**src/adc_control_regs.svh**
```systemverilog
// register offsets, field positions, reset values and timing counts of the converter sequencer
`ifndef ADC_CONTROL_REGS_SVH
`define ADC_CONTROL_REGS_SVH
`define OFS_CONTROL_CHANNEL_GO 12'h000
`define OFS_REFERENCE_PORT     12'h004
`define OFS_CLOCK_FORMAT       12'h008
`define OFS_RESULT_HIGH        12'h00C
`define OFS_RESULT_LOW         12'h010
`define OFS_IRQ_STATUS         12'h014
`define BIT_MODULE_ENABLE      0
`define BIT_GO                 1
`define BIT_RESULT_FORMAT      7
`define BIT_IRQ_FLAG           0
`define BIT_IRQ_ENABLE         1
`define RST_CONTROL            8'h00
`define RST_RESULT             8'h00
`define CLK_MHZ                125
`define RC_MAX_MHZ             1
`define RC_DIV                 (`CLK_MHZ / `RC_MAX_MHZ)
`define CONV_PERIODS           12
`define WAIT_PERIODS           2
`endif

```
**src/adc_control_pkg.sv**
```systemverilog
// types shared by the converter sequencer
package adc_control_pkg;
  typedef enum logic [2:0] {
    ST_IDLE,
    ST_CONVERT,
    ST_FINISH,
    ST_WAIT
  } seq_state_t;
  typedef logic [9:0] result_t;
endpackage

```
**src/adc_control_sequencer.sv**
```systemverilog
// converter control sequencer with apb registers and successive-approximation engine
`timescale 1ns/1ps
`include "adc_control_regs.svh"
module adc_control_sequencer
  import adc_control_pkg::*;
(
  input  wire logic        i_core_clk,
  input  wire logic        i_rst,
  input  wire logic        i_psel,
  input  wire logic        i_penable,
  input  wire logic        i_pwrite,
  input  wire logic [11:0] i_paddr,
  input  wire logic [31:0] i_pwdata,
  input  wire logic [3:0]  i_pstrb,
  output logic [31:0]      o_prdata,
  output logic             o_pready,
  output logic             o_pslverr,
  input  wire logic        i_trigger,
  input  wire logic        i_sleep,
  input  wire logic        i_comparator,
  output logic [3:0]       o_channel,
  output logic [1:0]       o_reference,
  output logic [15:0]      o_analog_mode,
  output logic [9:0]       o_dac_code,
  output logic             o_sample_hold,
  output logic             o_converter_on,
  output logic             o_irq
);
  import adc_control_pkg::*;

  seq_state_t state;
  seq_state_t next_state;
  logic [5:0] ctl0;
  logic [5:0] ctl1;
  logic [3:0] ctl2;
  logic [7:0] result_high;
  logic [7:0] result_low;
  logic       irq_flag;
  logic       irq_enable;
  logic       go;
  logic [5:0] next_ctl0;
  logic [5:0] next_ctl1;
  logic [3:0] next_ctl2;
  logic [7:0] next_result_high;
  logic [7:0] next_result_low;
  logic       next_irq_flag;
  logic       next_irq_enable;
  logic       next_go;
  logic [3:0] bit_idx;
  logic [3:0] next_bit_idx;
  logic [3:0] period;
  logic [3:0] next_period;
  result_t    sar;
  result_t    next_sar;
  logic [2:0] trig_sync;
  logic       trig_level;
  logic       trig_prev;
  logic       cmp_hold;
  logic [2:0] cmp_sync;
  logic       tick;
  logic       use_rc;
  logic       run_clock;
  logic       wr;
  logic       rd;
  logic       sel_ok;
  logic [31:0] next_prdata;

  function automatic logic hit(input logic [11:0] addr, input logic [11:0] ofs);
    hit = (addr == ofs);
  endfunction

  // each step of the code turns one more high input digital, except 0001 which turns two; 1111 is all digital
  function automatic logic [15:0] analog_map(input logic [3:0] cfg);
    logic [15:0] m;
    m = 16'h0000;
    for (int k = 0; k < 16; k++) begin
      m[k] = (cfg == 4'hF) ? 1'b0 : (k < (16 - ((cfg == 4'h0) ? 0 : 32'(cfg) + 1)));
    end
    analog_map = m;
  endfunction

  conv_clock_gen u_clock (
    .i_core_clk (i_core_clk),
    .i_rst      (i_rst),
    .i_run      (run_clock),
    .i_select   (ctl2[2:0]),
    .o_tick     (tick),
    .o_use_rc   (use_rc)
  );

  // pin inputs: three flops, change taken when last two agree
  always_ff @(posedge i_core_clk or posedge i_rst) begin
    if (i_rst) begin
      trig_sync  <= 3'b000;
      trig_level <= 1'b0;
      trig_prev  <= 1'b0;
      cmp_sync   <= 3'b000;
      cmp_hold   <= 1'b0;
    end else begin
      trig_sync  <= {trig_sync[1:0], i_trigger};
      trig_prev  <= trig_level;
      if (trig_sync[2] == trig_sync[1]) begin
        trig_level <= trig_sync[2];
      end
      // four cycles of latency: the two fastest dividers decide on stale answers
      cmp_sync   <= {cmp_sync[1:0], i_comparator};
      if (cmp_sync[2] == cmp_sync[1]) begin
        cmp_hold <= cmp_sync[2];
      end
    end
  end

  assign wr     = i_psel && i_penable && i_pwrite;
  assign rd     = i_psel && !i_pwrite;
  assign sel_ok = hit(i_paddr, `OFS_CONTROL_CHANNEL_GO) || hit(i_paddr, `OFS_REFERENCE_PORT) ||
                  hit(i_paddr, `OFS_CLOCK_FORMAT) || hit(i_paddr, `OFS_RESULT_HIGH) ||
                  hit(i_paddr, `OFS_RESULT_LOW) || hit(i_paddr, `OFS_IRQ_STATUS);
  assign o_pready  = 1'b1;
  assign o_pslverr = i_psel && i_penable && !sel_ok;

  // conversion clock halts in sleep unless the rc source is chosen
  assign run_clock = ctl0[`BIT_MODULE_ENABLE] && !(i_sleep && !use_rc);

  always_comb begin
    next_ctl0        = ctl0;
    next_ctl1        = ctl1;
    next_ctl2        = ctl2;
    next_irq_enable  = irq_enable;
    next_irq_flag    = irq_flag;
    next_result_high = result_high;
    next_result_low  = result_low;
    next_go          = go;
    next_state       = state;
    next_bit_idx     = bit_idx;
    next_period      = period;
    next_sar         = sar;
    if (wr && i_pstrb[0]) begin
      if (hit(i_paddr, `OFS_CONTROL_CHANNEL_GO)) begin
        next_ctl0 = {i_pwdata[5:2], 1'b0, i_pwdata[0]};
        // go may only start from an already-enabled module
        next_go   = i_pwdata[`BIT_GO] && ctl0[`BIT_MODULE_ENABLE] && i_pwdata[0];
      end
      if (hit(i_paddr, `OFS_REFERENCE_PORT)) begin
        next_ctl1 = i_pwdata[5:0];
      end
      if (hit(i_paddr, `OFS_CLOCK_FORMAT)) begin
        next_ctl2 = {i_pwdata[`BIT_RESULT_FORMAT], i_pwdata[2:0]};
      end
      if (hit(i_paddr, `OFS_RESULT_HIGH)) begin
        next_result_high = i_pwdata[7:0];
      end
      if (hit(i_paddr, `OFS_RESULT_LOW)) begin
        next_result_low = i_pwdata[7:0];
      end
      if (hit(i_paddr, `OFS_IRQ_STATUS)) begin
        next_irq_flag   = i_pwdata[`BIT_IRQ_FLAG];
        next_irq_enable = i_pwdata[`BIT_IRQ_ENABLE];
      end
    end
    if (trig_level && !trig_prev && ctl0[`BIT_MODULE_ENABLE]) begin
      next_go = 1'b1;
    end
    case (state)
      ST_IDLE: begin
        if (go && ctl0[`BIT_MODULE_ENABLE]) begin
          next_state   = ST_CONVERT;
          next_period  = 4'h0;
          next_bit_idx = 4'd9;
          next_sar     = 10'h200;
        end
      end
      ST_CONVERT: begin
        if (!go || !ctl0[`BIT_MODULE_ENABLE]) begin
          next_state  = ST_WAIT;
          next_period = 4'h0;
        end else if (tick) begin
          next_period = period + 4'h1;
          // first and last periods frame the ten decisions
          if (period >= 4'h1 && period <= 4'hA) begin
            next_sar[bit_idx] = cmp_hold;
            if (bit_idx != 4'h0) begin
              next_sar[bit_idx - 4'h1] = 1'b1;
              next_bit_idx = bit_idx - 4'h1;
            end
          end
          if (period == 4'(`CONV_PERIODS - 1)) begin
            next_state = ST_FINISH;
          end
        end
      end
      ST_FINISH: begin
        if (ctl2[3]) begin
          next_result_high = {6'h00, sar[9:8]};
          next_result_low  = sar[7:0];
        end else begin
          next_result_high = sar[9:2];
          next_result_low  = {sar[1:0], 6'h00};
        end
        next_go       = 1'b0;
        next_irq_flag = 1'b1;
        next_state    = ST_WAIT;
        next_period   = 4'h0;
      end
      ST_WAIT: begin
        next_go = 1'b0;
        if (!ctl0[`BIT_MODULE_ENABLE]) begin
          next_state = ST_IDLE;
        end else if (tick) begin
          next_period = period + 4'h1;
          if (period == 4'(`WAIT_PERIODS - 1)) begin
            next_state = ST_IDLE;
          end
        end
      end
      default: next_state = ST_IDLE;
    endcase
    // a disabling write wins over a trigger landing in the same cycle
    if (!next_ctl0[`BIT_MODULE_ENABLE]) begin
      next_go = 1'b0;
    end
  end

  always_comb begin
    next_prdata = 32'h0000_0000;
    if (rd) begin
      if (hit(i_paddr, `OFS_CONTROL_CHANNEL_GO)) begin
        next_prdata = {26'h000_0000, ctl0[5:2], go, ctl0[0]};
      end
      if (hit(i_paddr, `OFS_REFERENCE_PORT)) begin
        next_prdata = {26'h000_0000, ctl1};
      end
      if (hit(i_paddr, `OFS_CLOCK_FORMAT)) begin
        next_prdata = {24'h00_0000, ctl2[3], 4'h0, ctl2[2:0]};
      end
      if (hit(i_paddr, `OFS_RESULT_HIGH)) begin
        next_prdata = {24'h00_0000, result_high};
      end
      if (hit(i_paddr, `OFS_RESULT_LOW)) begin
        next_prdata = {24'h00_0000, result_low};
      end
      if (hit(i_paddr, `OFS_IRQ_STATUS)) begin
        next_prdata = {30'h0000_0000, irq_enable, irq_flag};
      end
    end
  end

  // flag is set by completion and otherwise written only by software; the finish cycle wins
  logic set_wins;
  assign set_wins = (state == ST_FINISH);

  always_ff @(posedge i_core_clk or posedge i_rst) begin
    if (i_rst) begin
      ctl0       <= 6'h00;
      ctl1       <= 6'h00;
      ctl2       <= 4'h0;
      irq_flag   <= 1'b0;
      irq_enable <= 1'b0;
      go         <= 1'b0;
      state      <= ST_IDLE;
      bit_idx    <= 4'h0;
      period     <= 4'h0;
      sar        <= 10'h000;
      o_prdata   <= 32'h0000_0000;
    end else begin
      ctl0       <= next_ctl0;
      ctl1       <= next_ctl1;
      ctl2       <= next_ctl2;
      irq_flag   <= set_wins ? 1'b1 : next_irq_flag;
      irq_enable <= next_irq_enable;
      go         <= next_go;
      state      <= next_state;
      bit_idx    <= next_bit_idx;
      period     <= next_period;
      sar        <= next_sar;
      o_prdata   <= next_prdata;
    end
  end

  // result pair has no reset so its power-up content is unknown
  always_ff @(posedge i_core_clk) begin
    result_high <= next_result_high;
    result_low  <= next_result_low;
  end

  always_comb begin
    o_channel      = ctl0[5:2];
    o_reference    = ctl1[5:4];
    o_analog_mode  = analog_map(ctl1[3:0]);
    o_dac_code     = sar;
    o_sample_hold  = (state != ST_CONVERT);
    o_converter_on = ctl0[`BIT_MODULE_ENABLE];
    o_irq          = irq_flag && irq_enable;
  end

  // cycles spent in the post-conversion wait, frozen while sleep halts the clock
  logic [9:0] wait_cycles;
  logic [9:0] next_wait_cycles;

  always_comb begin
    next_wait_cycles = wait_cycles;
    if (state != ST_WAIT) begin
      next_wait_cycles = 10'h000;
    end else if (run_clock && wait_cycles != 10'h3FF) begin
      next_wait_cycles = wait_cycles + 10'h001;
    end
  end

  always_ff @(posedge i_core_clk or posedge i_rst) begin
    if (i_rst) begin
      wait_cycles <= 10'h000;
    end else begin
      wait_cycles <= next_wait_cycles;
    end
  end

  a_finish_clears: assert property (@(posedge i_core_clk) disable iff (i_rst)
    state == ST_FINISH |=> !go && irq_flag) else $error("completion left go or flag wrong");
  a_disable_stops: assert property (@(posedge i_core_clk) disable iff (i_rst)
    !ctl0[0] |=> !go) else $error("go stayed set while disabled");
  a_abort_wait: assert property (@(posedge i_core_clk) disable iff (i_rst)
    (state == ST_CONVERT && !go && ctl0[0]) |=> state == ST_WAIT) else $error("abort missed");
  a_wait_idle: assert property (@(posedge i_core_clk) disable iff (i_rst)
    wait_cycles <= 10'(3 * `RC_DIV)) else $error("wait never ended");
  a_abort_result: assert property (@(posedge i_core_clk) disable iff (i_rst)
    (state == ST_CONVERT && !go) |=> $stable(result_high) && $stable(result_low))
    else $error("abort changed result");
  a_go_enabled: assert property (@(posedge i_core_clk) disable iff (i_rst)
    $rose(go) |-> ctl0[0]) else $error("go rose while disabled");
  a_right_format: assert property (@(posedge i_core_clk) disable iff (i_rst)
    (state == ST_FINISH && ctl2[3]) |=> result_high[7:2] == 6'h00) else $error("right fmt");
  a_left_format: assert property (@(posedge i_core_clk) disable iff (i_rst)
    (state == ST_FINISH && !ctl2[3]) |=> result_low[5:0] == 6'h00) else $error("left fmt");
  a_ctl_zero: assert property (@(posedge i_core_clk) disable iff (i_rst)
    (rd && (hit(i_paddr, `OFS_CONTROL_CHANNEL_GO) || hit(i_paddr, `OFS_REFERENCE_PORT)))
    |=> o_prdata[31:6] == 26'h000_0000) else $error("unused control bits not zero");
  a_fmt_zero: assert property (@(posedge i_core_clk) disable iff (i_rst)
    (rd && hit(i_paddr, `OFS_CLOCK_FORMAT))
    |=> o_prdata[6:3] == 4'h0 && o_prdata[31:8] == 24'h00_0000)
    else $error("unused format bits not zero");
endmodule

```
**src/conv_clock_gen.sv**
```systemverilog
// conversion clock period tick generator
`timescale 1ns/1ps
`include "adc_control_regs.svh"
module conv_clock_gen (
  input  wire logic       i_core_clk,
  input  wire logic       i_rst,
  input  wire logic       i_run,
  input  wire logic [2:0] i_select,
  output logic            o_tick,
  output logic            o_use_rc
);
  logic [7:0] count;
  logic [7:0] next_count;
  logic [7:0] limit;

  // codes interleave: bit2 doubles the divider, bits1:0 step by four, except 11 which is the rc divider for both bit2 values
  always_comb begin
    o_use_rc = (i_select[1:0] == 2'b11);
    case (i_select)
      3'b000:  limit = 8'h01;
      3'b100:  limit = 8'h03;
      3'b001:  limit = 8'h07;
      3'b101:  limit = 8'h0F;
      3'b010:  limit = 8'h1F;
      3'b110:  limit = 8'h3F;
      default: limit = 8'(`RC_DIV - 1);
    endcase
    if (!i_run) begin
      next_count = 8'h00;
    end else if (count >= limit) begin
      next_count = 8'h00;
    end else begin
      next_count = count + 8'h01;
    end
    o_tick = i_run && (count >= limit);
  end

  always_ff @(posedge i_core_clk or posedge i_rst) begin
    if (i_rst) begin
      count <= 8'h00;
    end else begin
      count <= next_count;
    end
  end

  a_tick_rate: assert property (@(posedge i_core_clk) disable iff (i_rst)
    (i_run && i_select == 3'b000 && o_tick) ##1 (i_run && i_select == 3'b000)
    |-> !o_tick ##1 (!(i_run && i_select == 3'b000) || o_tick))
    else $error("divide-by-two tick spacing wrong");
endmodule

```
**config.mk**
```make
export PLATFORM = sky130hd
export DESIGN_NAME = adc_control_sequencer
export DESIGN_NICKNAME = d
export VERILOG_FILES = /design/src/adc_control_pkg.sv /design/src/adc_control_sequencer.sv /design/src/conv_clock_gen.sv
export VERILOG_INCLUDE_DIRS = /design/src
export SDC_FILE = /design/constraint.sdc
export NUM_CORES = 1
export LEC_CHECK = 0
export BUFFER_PORTS_ARGS = -buffer_cell sky130_fd_sc_hd__buf_2
export CAP_MARGIN = 10
export CORE_MARGIN = 10
export CORE_UTILIZATION = 55
export CTS_BUF_LIST = sky130_fd_sc_hd__clkbuf_4
export DETAILED_ROUTE_END_ITERATION = 7
export GPL_ROUTABILITY_DRIVEN = 1
export HOLD_SLACK_MARGIN = 0.08
export PLACE_DENSITY = 0.83
export SETUP_SLACK_MARGIN = 0.15
export SYNTH_ARGS = -nofsm -noshare
export SYNTH_HDL_FRONTEND = slang
export SYNTH_SLANG_ARGS = --single-unit
```
**constraint.sdc**
```tcl
create_clock -name i_core_clk -period 3.8 [get_ports i_core_clk]
set_clock_uncertainty 0.2 [all_clocks]
set_input_delay 0.76 -clock i_core_clk [delete_from_list [all_inputs] [get_ports i_core_clk]]
set_output_delay 0.76 -clock i_core_clk [all_outputs]
set_load 0.03 [all_outputs]
```
# == Word level (Yosys, flattened, before mapping) ==
# Cells that the tools add are included.
# totals
reg_bits,104
inputBits,56
wordCells,210
# classes
addsub,5
magnitude_cmp,23
eq_ne,32
muxes,75
bitwise,1
reduce_logical,54
# op_table
cell,n
$lt A4 B32 Y1 const A,8
$mux W32,6
$lt A3 B32 Y1 const A,4
$mux W8,10
$lt A1 B32 Y1 const A,2
$lt A2 B32 Y1 const A,2
$mux W10,5
$pmux W7 S6,1
$mux W4,9
$mux W1,28
$eq A12 B4 Y1 const B,2
$eq A12 B5 Y1 const B,2
$mux W3,7
$pmux W10 S2,1
$logic_and A1 B1 Y1,17
$pmux W4 S4,1
$reduce_and A2 Y1,8
$eq A12 B3 Y1 const B,1
$ge A4 B1 Y1 const B,3
$logic_not A12 Y1,1
$ne A2 B2 Y1 const B,6
$ne A3 B3 Y1 const B,4
$pmux W3 S4,1
$bwmux W10,1
other kinds (32),60

# == Longest topological paths before layout ==
# depth
word_depth,11
mapped_depth,10

# == Cells and area by module ==
# From an unflattened synthesis, not the netlist that was laid out.
# hier_totals
cells_unflattened,525
area_unflattened_um2,4989.8
# modules_own_cells
mod,instances,cells_per_inst,area_each_um2,seq_area_each_um2
adc_control_sequencer,1,461,4381.7,1856.8
conv_clock_gen,1,64,608.1,200.2

# == Worst setup path after synthesis ==
# OpenSTA, ideal clock, no wires.
# synth_timing
kind,flip-flop to output port
start,reg ctl1[2]
end,out o_analog_mode[5]
arrival_ns,3.072
slack_ns,-0.232
path_stages_with_launch,10
path_buffers,0
cell_sequence,dfrtp_1 -> nor2_1 -> a21o_1 -> ha_1 -> o2111ai_1 -> ha_1 -> nor2b_1 -> nor2_1 -> or2_1 -> o22a_1
# synth_between
elab_chain_cells,5
word_cells_on_any_way,7
# synth_rtl
item,line_no,source
from (decl),adc_control_sequencer.sv:34,logic [5:0] ctl1;
from (signal assigned),adc_control_sequencer.sv:266,ctl1 <= next_ctl1;
$add A4 B1 Y5 or $logic_not A4 Y1 (tied branches),adc_control_sequencer.sv:77,m[k] = (cfg == 4'hF) ? 1'b0 : (k < (16 - ((cfg == 4'h0) ? 0 : 32'(cfg) + 1)));
$mux W5,adc_control_sequencer.sv:77,
$sub A5 B5 Y6,adc_control_sequencer.sv:77,
$lt A3 B32 Y1,adc_control_sequencer.sv:77,
$mux W1 (*),adc_control_sequencer.sv:77,
to (decl),adc_control_sequencer.sv:23,"output logic [15:0] o_analog_mode,"
# Every way passes the cells marked *; elsewhere a longest branch is shown, timed or not.

# == Worst setup path after layout ==
# layout_timing
start,reg ctl1[1]
end,out o_analog_mode[8]
# layout_between
elab_chain_cells,5
word_cells_on_any_way,7
# layout_rtl
item,line_no
$add A4 B1 Y5 or $logic_not A4 Y1 (tied branches),adc_control_sequencer.sv:77
$mux W5,adc_control_sequencer.sv:77
$sub A5 B5 Y6,adc_control_sequencer.sv:77
$lt A4 B32 Y1,adc_control_sequencer.sv:77
$mux W1 (*),adc_control_sequencer.sv:77
# Marked as above.

==> key figures <==
Global routing
  – Busiest grt layer: met2
  – GRT met3 Usage: ~5.6%
  – GRT overflow: 0
  – Initial antenna violation count: 0
  – GRT met2 Usage: 29.0%
  – Met1 GRT Util: 20.5%
  – Number of global-route vias before repair: 4099
  – GRT Total Usage: 17.2%
  – Largest net degree at the start of global routing: 64
  – Global-route wire length before repair: 20.2 mm

STA
  – Post-route setup slack: 0.172 ns
  – Crit path time final: 3.63 ns
  – Total negative slack: 0 ns
  – Fin. max-slew vios: 0
  – Setup Viol. Count Final: 0
  – Period Utilization, post-route: a little over nine tenths
  – Final-report hold violation count: 0
  – RSZ-0062 raised after global routing: true
  – Max frequency: 276 MHz
  – Max-slew headroom: 36.1%
  – Worst Max-Slew Pin Slew: 0.958 ns

Synth
  – Mapped cell area: 5230 um^2
  – Yosys warning count: 0
  – Async SR Flop Fraction: 79.7%
  – Syn Inst Count: 534
  – Unique masters post-synth: 68
  – Number of enable flip-flop cells after synthesis: 16
  – Post-synthesis sequential area ratio: 39.4%
  – Syn avg cell area: 9.79 um^2
  – Ys flop type: dfrtp_1
  – #FFs+latches synth: 79

Placed design
  – Final GP Congestion: 0.911
  – PortBufs: between 70 and 80
  – Post-place instance area: 5580 um^2
  – Dpl ws: 0.159 ns
  – Detailed placer's ending HPWL: 9.16 mm

Worst setup path
  – Arrival time at the worst endpoint: 2.67 ns
  – Worst setup path class: reg2out
  – WP data required: 2.84 ns
  – CP Max Fanout: 4
  – Element type at the critical path end: output pin
  – Critical path launch point type: flop

Floorplanning
  – Floorplan row count: 35
  – Die width: 117 um
  – Total die area: between 10000 and 15000 um^2
  – IO Count: 125
  – Die height: between 100 and 150 um
  – Initial Utilization: a little under three fifths
  – Core ar.: 9240 um^2

CTS
  – CTS max path bufs: 2
  – Number of CTS-inserted buffers: 9
  – Clock root buffer: clkbuf_4
  – Clk_lat worst skew: 0.42 ns
  – Clock sink total: 79
  – H-tree levels: 3
  – Clk pin slew, worst setup/hold paths: 0.13 ns
  – CTS tree: done

Power and ir drop
  – Pwr per Cell Area: 355 nW/um^2
  – Tot Pwr: 0.00210 W
  – Peak VDD IR: 0.308 mV
  – P_leak: about 2.8 nW

Detailed routing
  – Drc violations: 0
  – Via count: 4154
  – DR vias/cell: between 5 and 6
  – Initial DRC Count: 274
  – Drt wl/cell: around 17 um
  – DRT Pass-1 Iters: 5
  – Post-Route WL: 12.5 mm
  – Routed Antenna Nets: 0

Min path
  – Hold WC Path Type: reg2reg

Cells and area
  – Post-route cell area: 5920 um^2
  – Commonest non-fill, non-tap cell in the layout: buf_2
  – Diode count: 0
  – Commonest cells after routing, fill and taps aside: 64 x buf_2, 63 x dfrtp_1, 49 x nand2_1
  – Filler instances: 729
  – Nets: 700
  – Layout cells sized above 1: between 20% and 30%
  – P&R area growth vs syn: 13.3%

Outcome
  – Outcome: finished clean

Job
  – Max-Cap Viols: 0
cell families after synthesis:
kind of cell	Yosys count	synth area share, %
mux	48	10.5
simple gates	186	18.8
compound gates	95	12.9
other cells	2	0.144
buf+inv	76	7.68
xor+xnor	11	1.84
fa+ha+maj	37	8.76
flops	79	39.4
path summary, 6_finish.rpt:
kind	start	to	slack, ns	depth (start not counted)
hold / removal	cmp_sync[0]$_DFF_PP0_	cmp_sync[1]$_DFF_PP0_	0.17	0
max in group asynchronous	i_rst	ctl2[3]$_DFFE_PP0P_	2.52	3
hold reg to reg	cmp_sync[0]$_DFF_PP0_	cmp_sync[1]$_DFF_PP0_	0.17	0
min in group asynchronous	i_rst	u_clock.count[7]$_DFF_PP0_	0.36	3
setup reg to reg	ctl2[1]$_DFFE_PP0P_	o_dac_code[0]$_DFFE_PP0P_	0.94	8
setup / recovery	ctl1[1]$_DFFE_PP0P_	o_analog_mode[8]	0.17	11
area by class of cell:
cell class	instances	area [um^2]	area share, %
Clock inverter	6	60.1	1.01
Tap cell	129	161	2.73
Timing Repair Buffer	90	531	8.96
Clock buffer	10	75.1	1.27
Multi-Input combinational cell	402	2940	49.6
Inverter	27	101	1.71
Sequential cell	79	2060	34.7
flip-flops by register name, indices dropped and copies added (netlist names), 5 cells and up:
signal	cells
o_dac_code	10
o_prdata	8
result_high	8
result_low	8
u_clock.count	8
ctl1	6
ctl0	5
metal layers:
layer	part of all wire (%)	wire [um]
met5	0	0
met4	1.1	141
met3	7.3	911
met2	50	6200
met1	42	5260
critical path, stage by stage (launching register included):
cell	delay [ns]
dfrtp_1	0.43
inv_2	0.09
ha_4	0.15
a21o_1	0.16
ha_4	0.14
o2111ai_1	0.10
ha_1	0.31
nor2b_4	0.17
buf_4	0.13
nand3b_1	0.13
o211a_1	0.25
buf_4	0.17
metrics by stage:
| step | hold slack (ns) | instances | util [%] |
|---|---|---|---|
| floorplan | 0.131 | 557 | - |
| global placement | 0.132 | 714 | 60.4 |
| detailed placement | 0.141 | 714 | 60.4 |
| CTS | 0.170 | 736 | 63.0 |
| global route | 0.185 | 743 | 64.1 |
| finish | 0.167 | 743 | 64.1 |
synthesized netlist by cell type (8+ instances only):
library cell / number / area [um^2]
mux2_2: 12 / 135
nand3_1: 16 / 80.1
buf_4: 28 / 210
o21ai_0: 13 / 65.1
clkbuf_1: 11 / 41.3
edfxtp_1: 16 / 480
inv_1: 26 / 97.6
nor2_1: 35 / 131
nand2_1: 49 / 184
nor3_1: 13 / 65.1
ha_1: 35 / 438
mux2i_1: 28 / 280
nor2b_1: 17 / 106
dfrtp_1: 63 / 1580
nand2b_1: 15 / 93.8
buf_2: 9 / 45.0
a211oi_1: 9 / 67.6
and2_1: 8 / 50.1
a21oi_1: 17 / 85.1
repair_timing:
action,CTS,global route
pin swaps,5,8
hold buffers,0,0
gates resized for setup,15,19
buffers inserted,6,7
setup endpoints to repair,12,10
power breakdown:
group | internal, W | switching, W | total (W) | leakage, nW
Combinational | 0.000192 | 0.000379 | 0.000571 | 1.78
Sequential | 0.000993 | 0.0000395 | 0.00103 | 0.961
Clock | 0.000206 | 0.000292 | 0.000498 | 0.0742
Power figures use the tool's default switching activity.
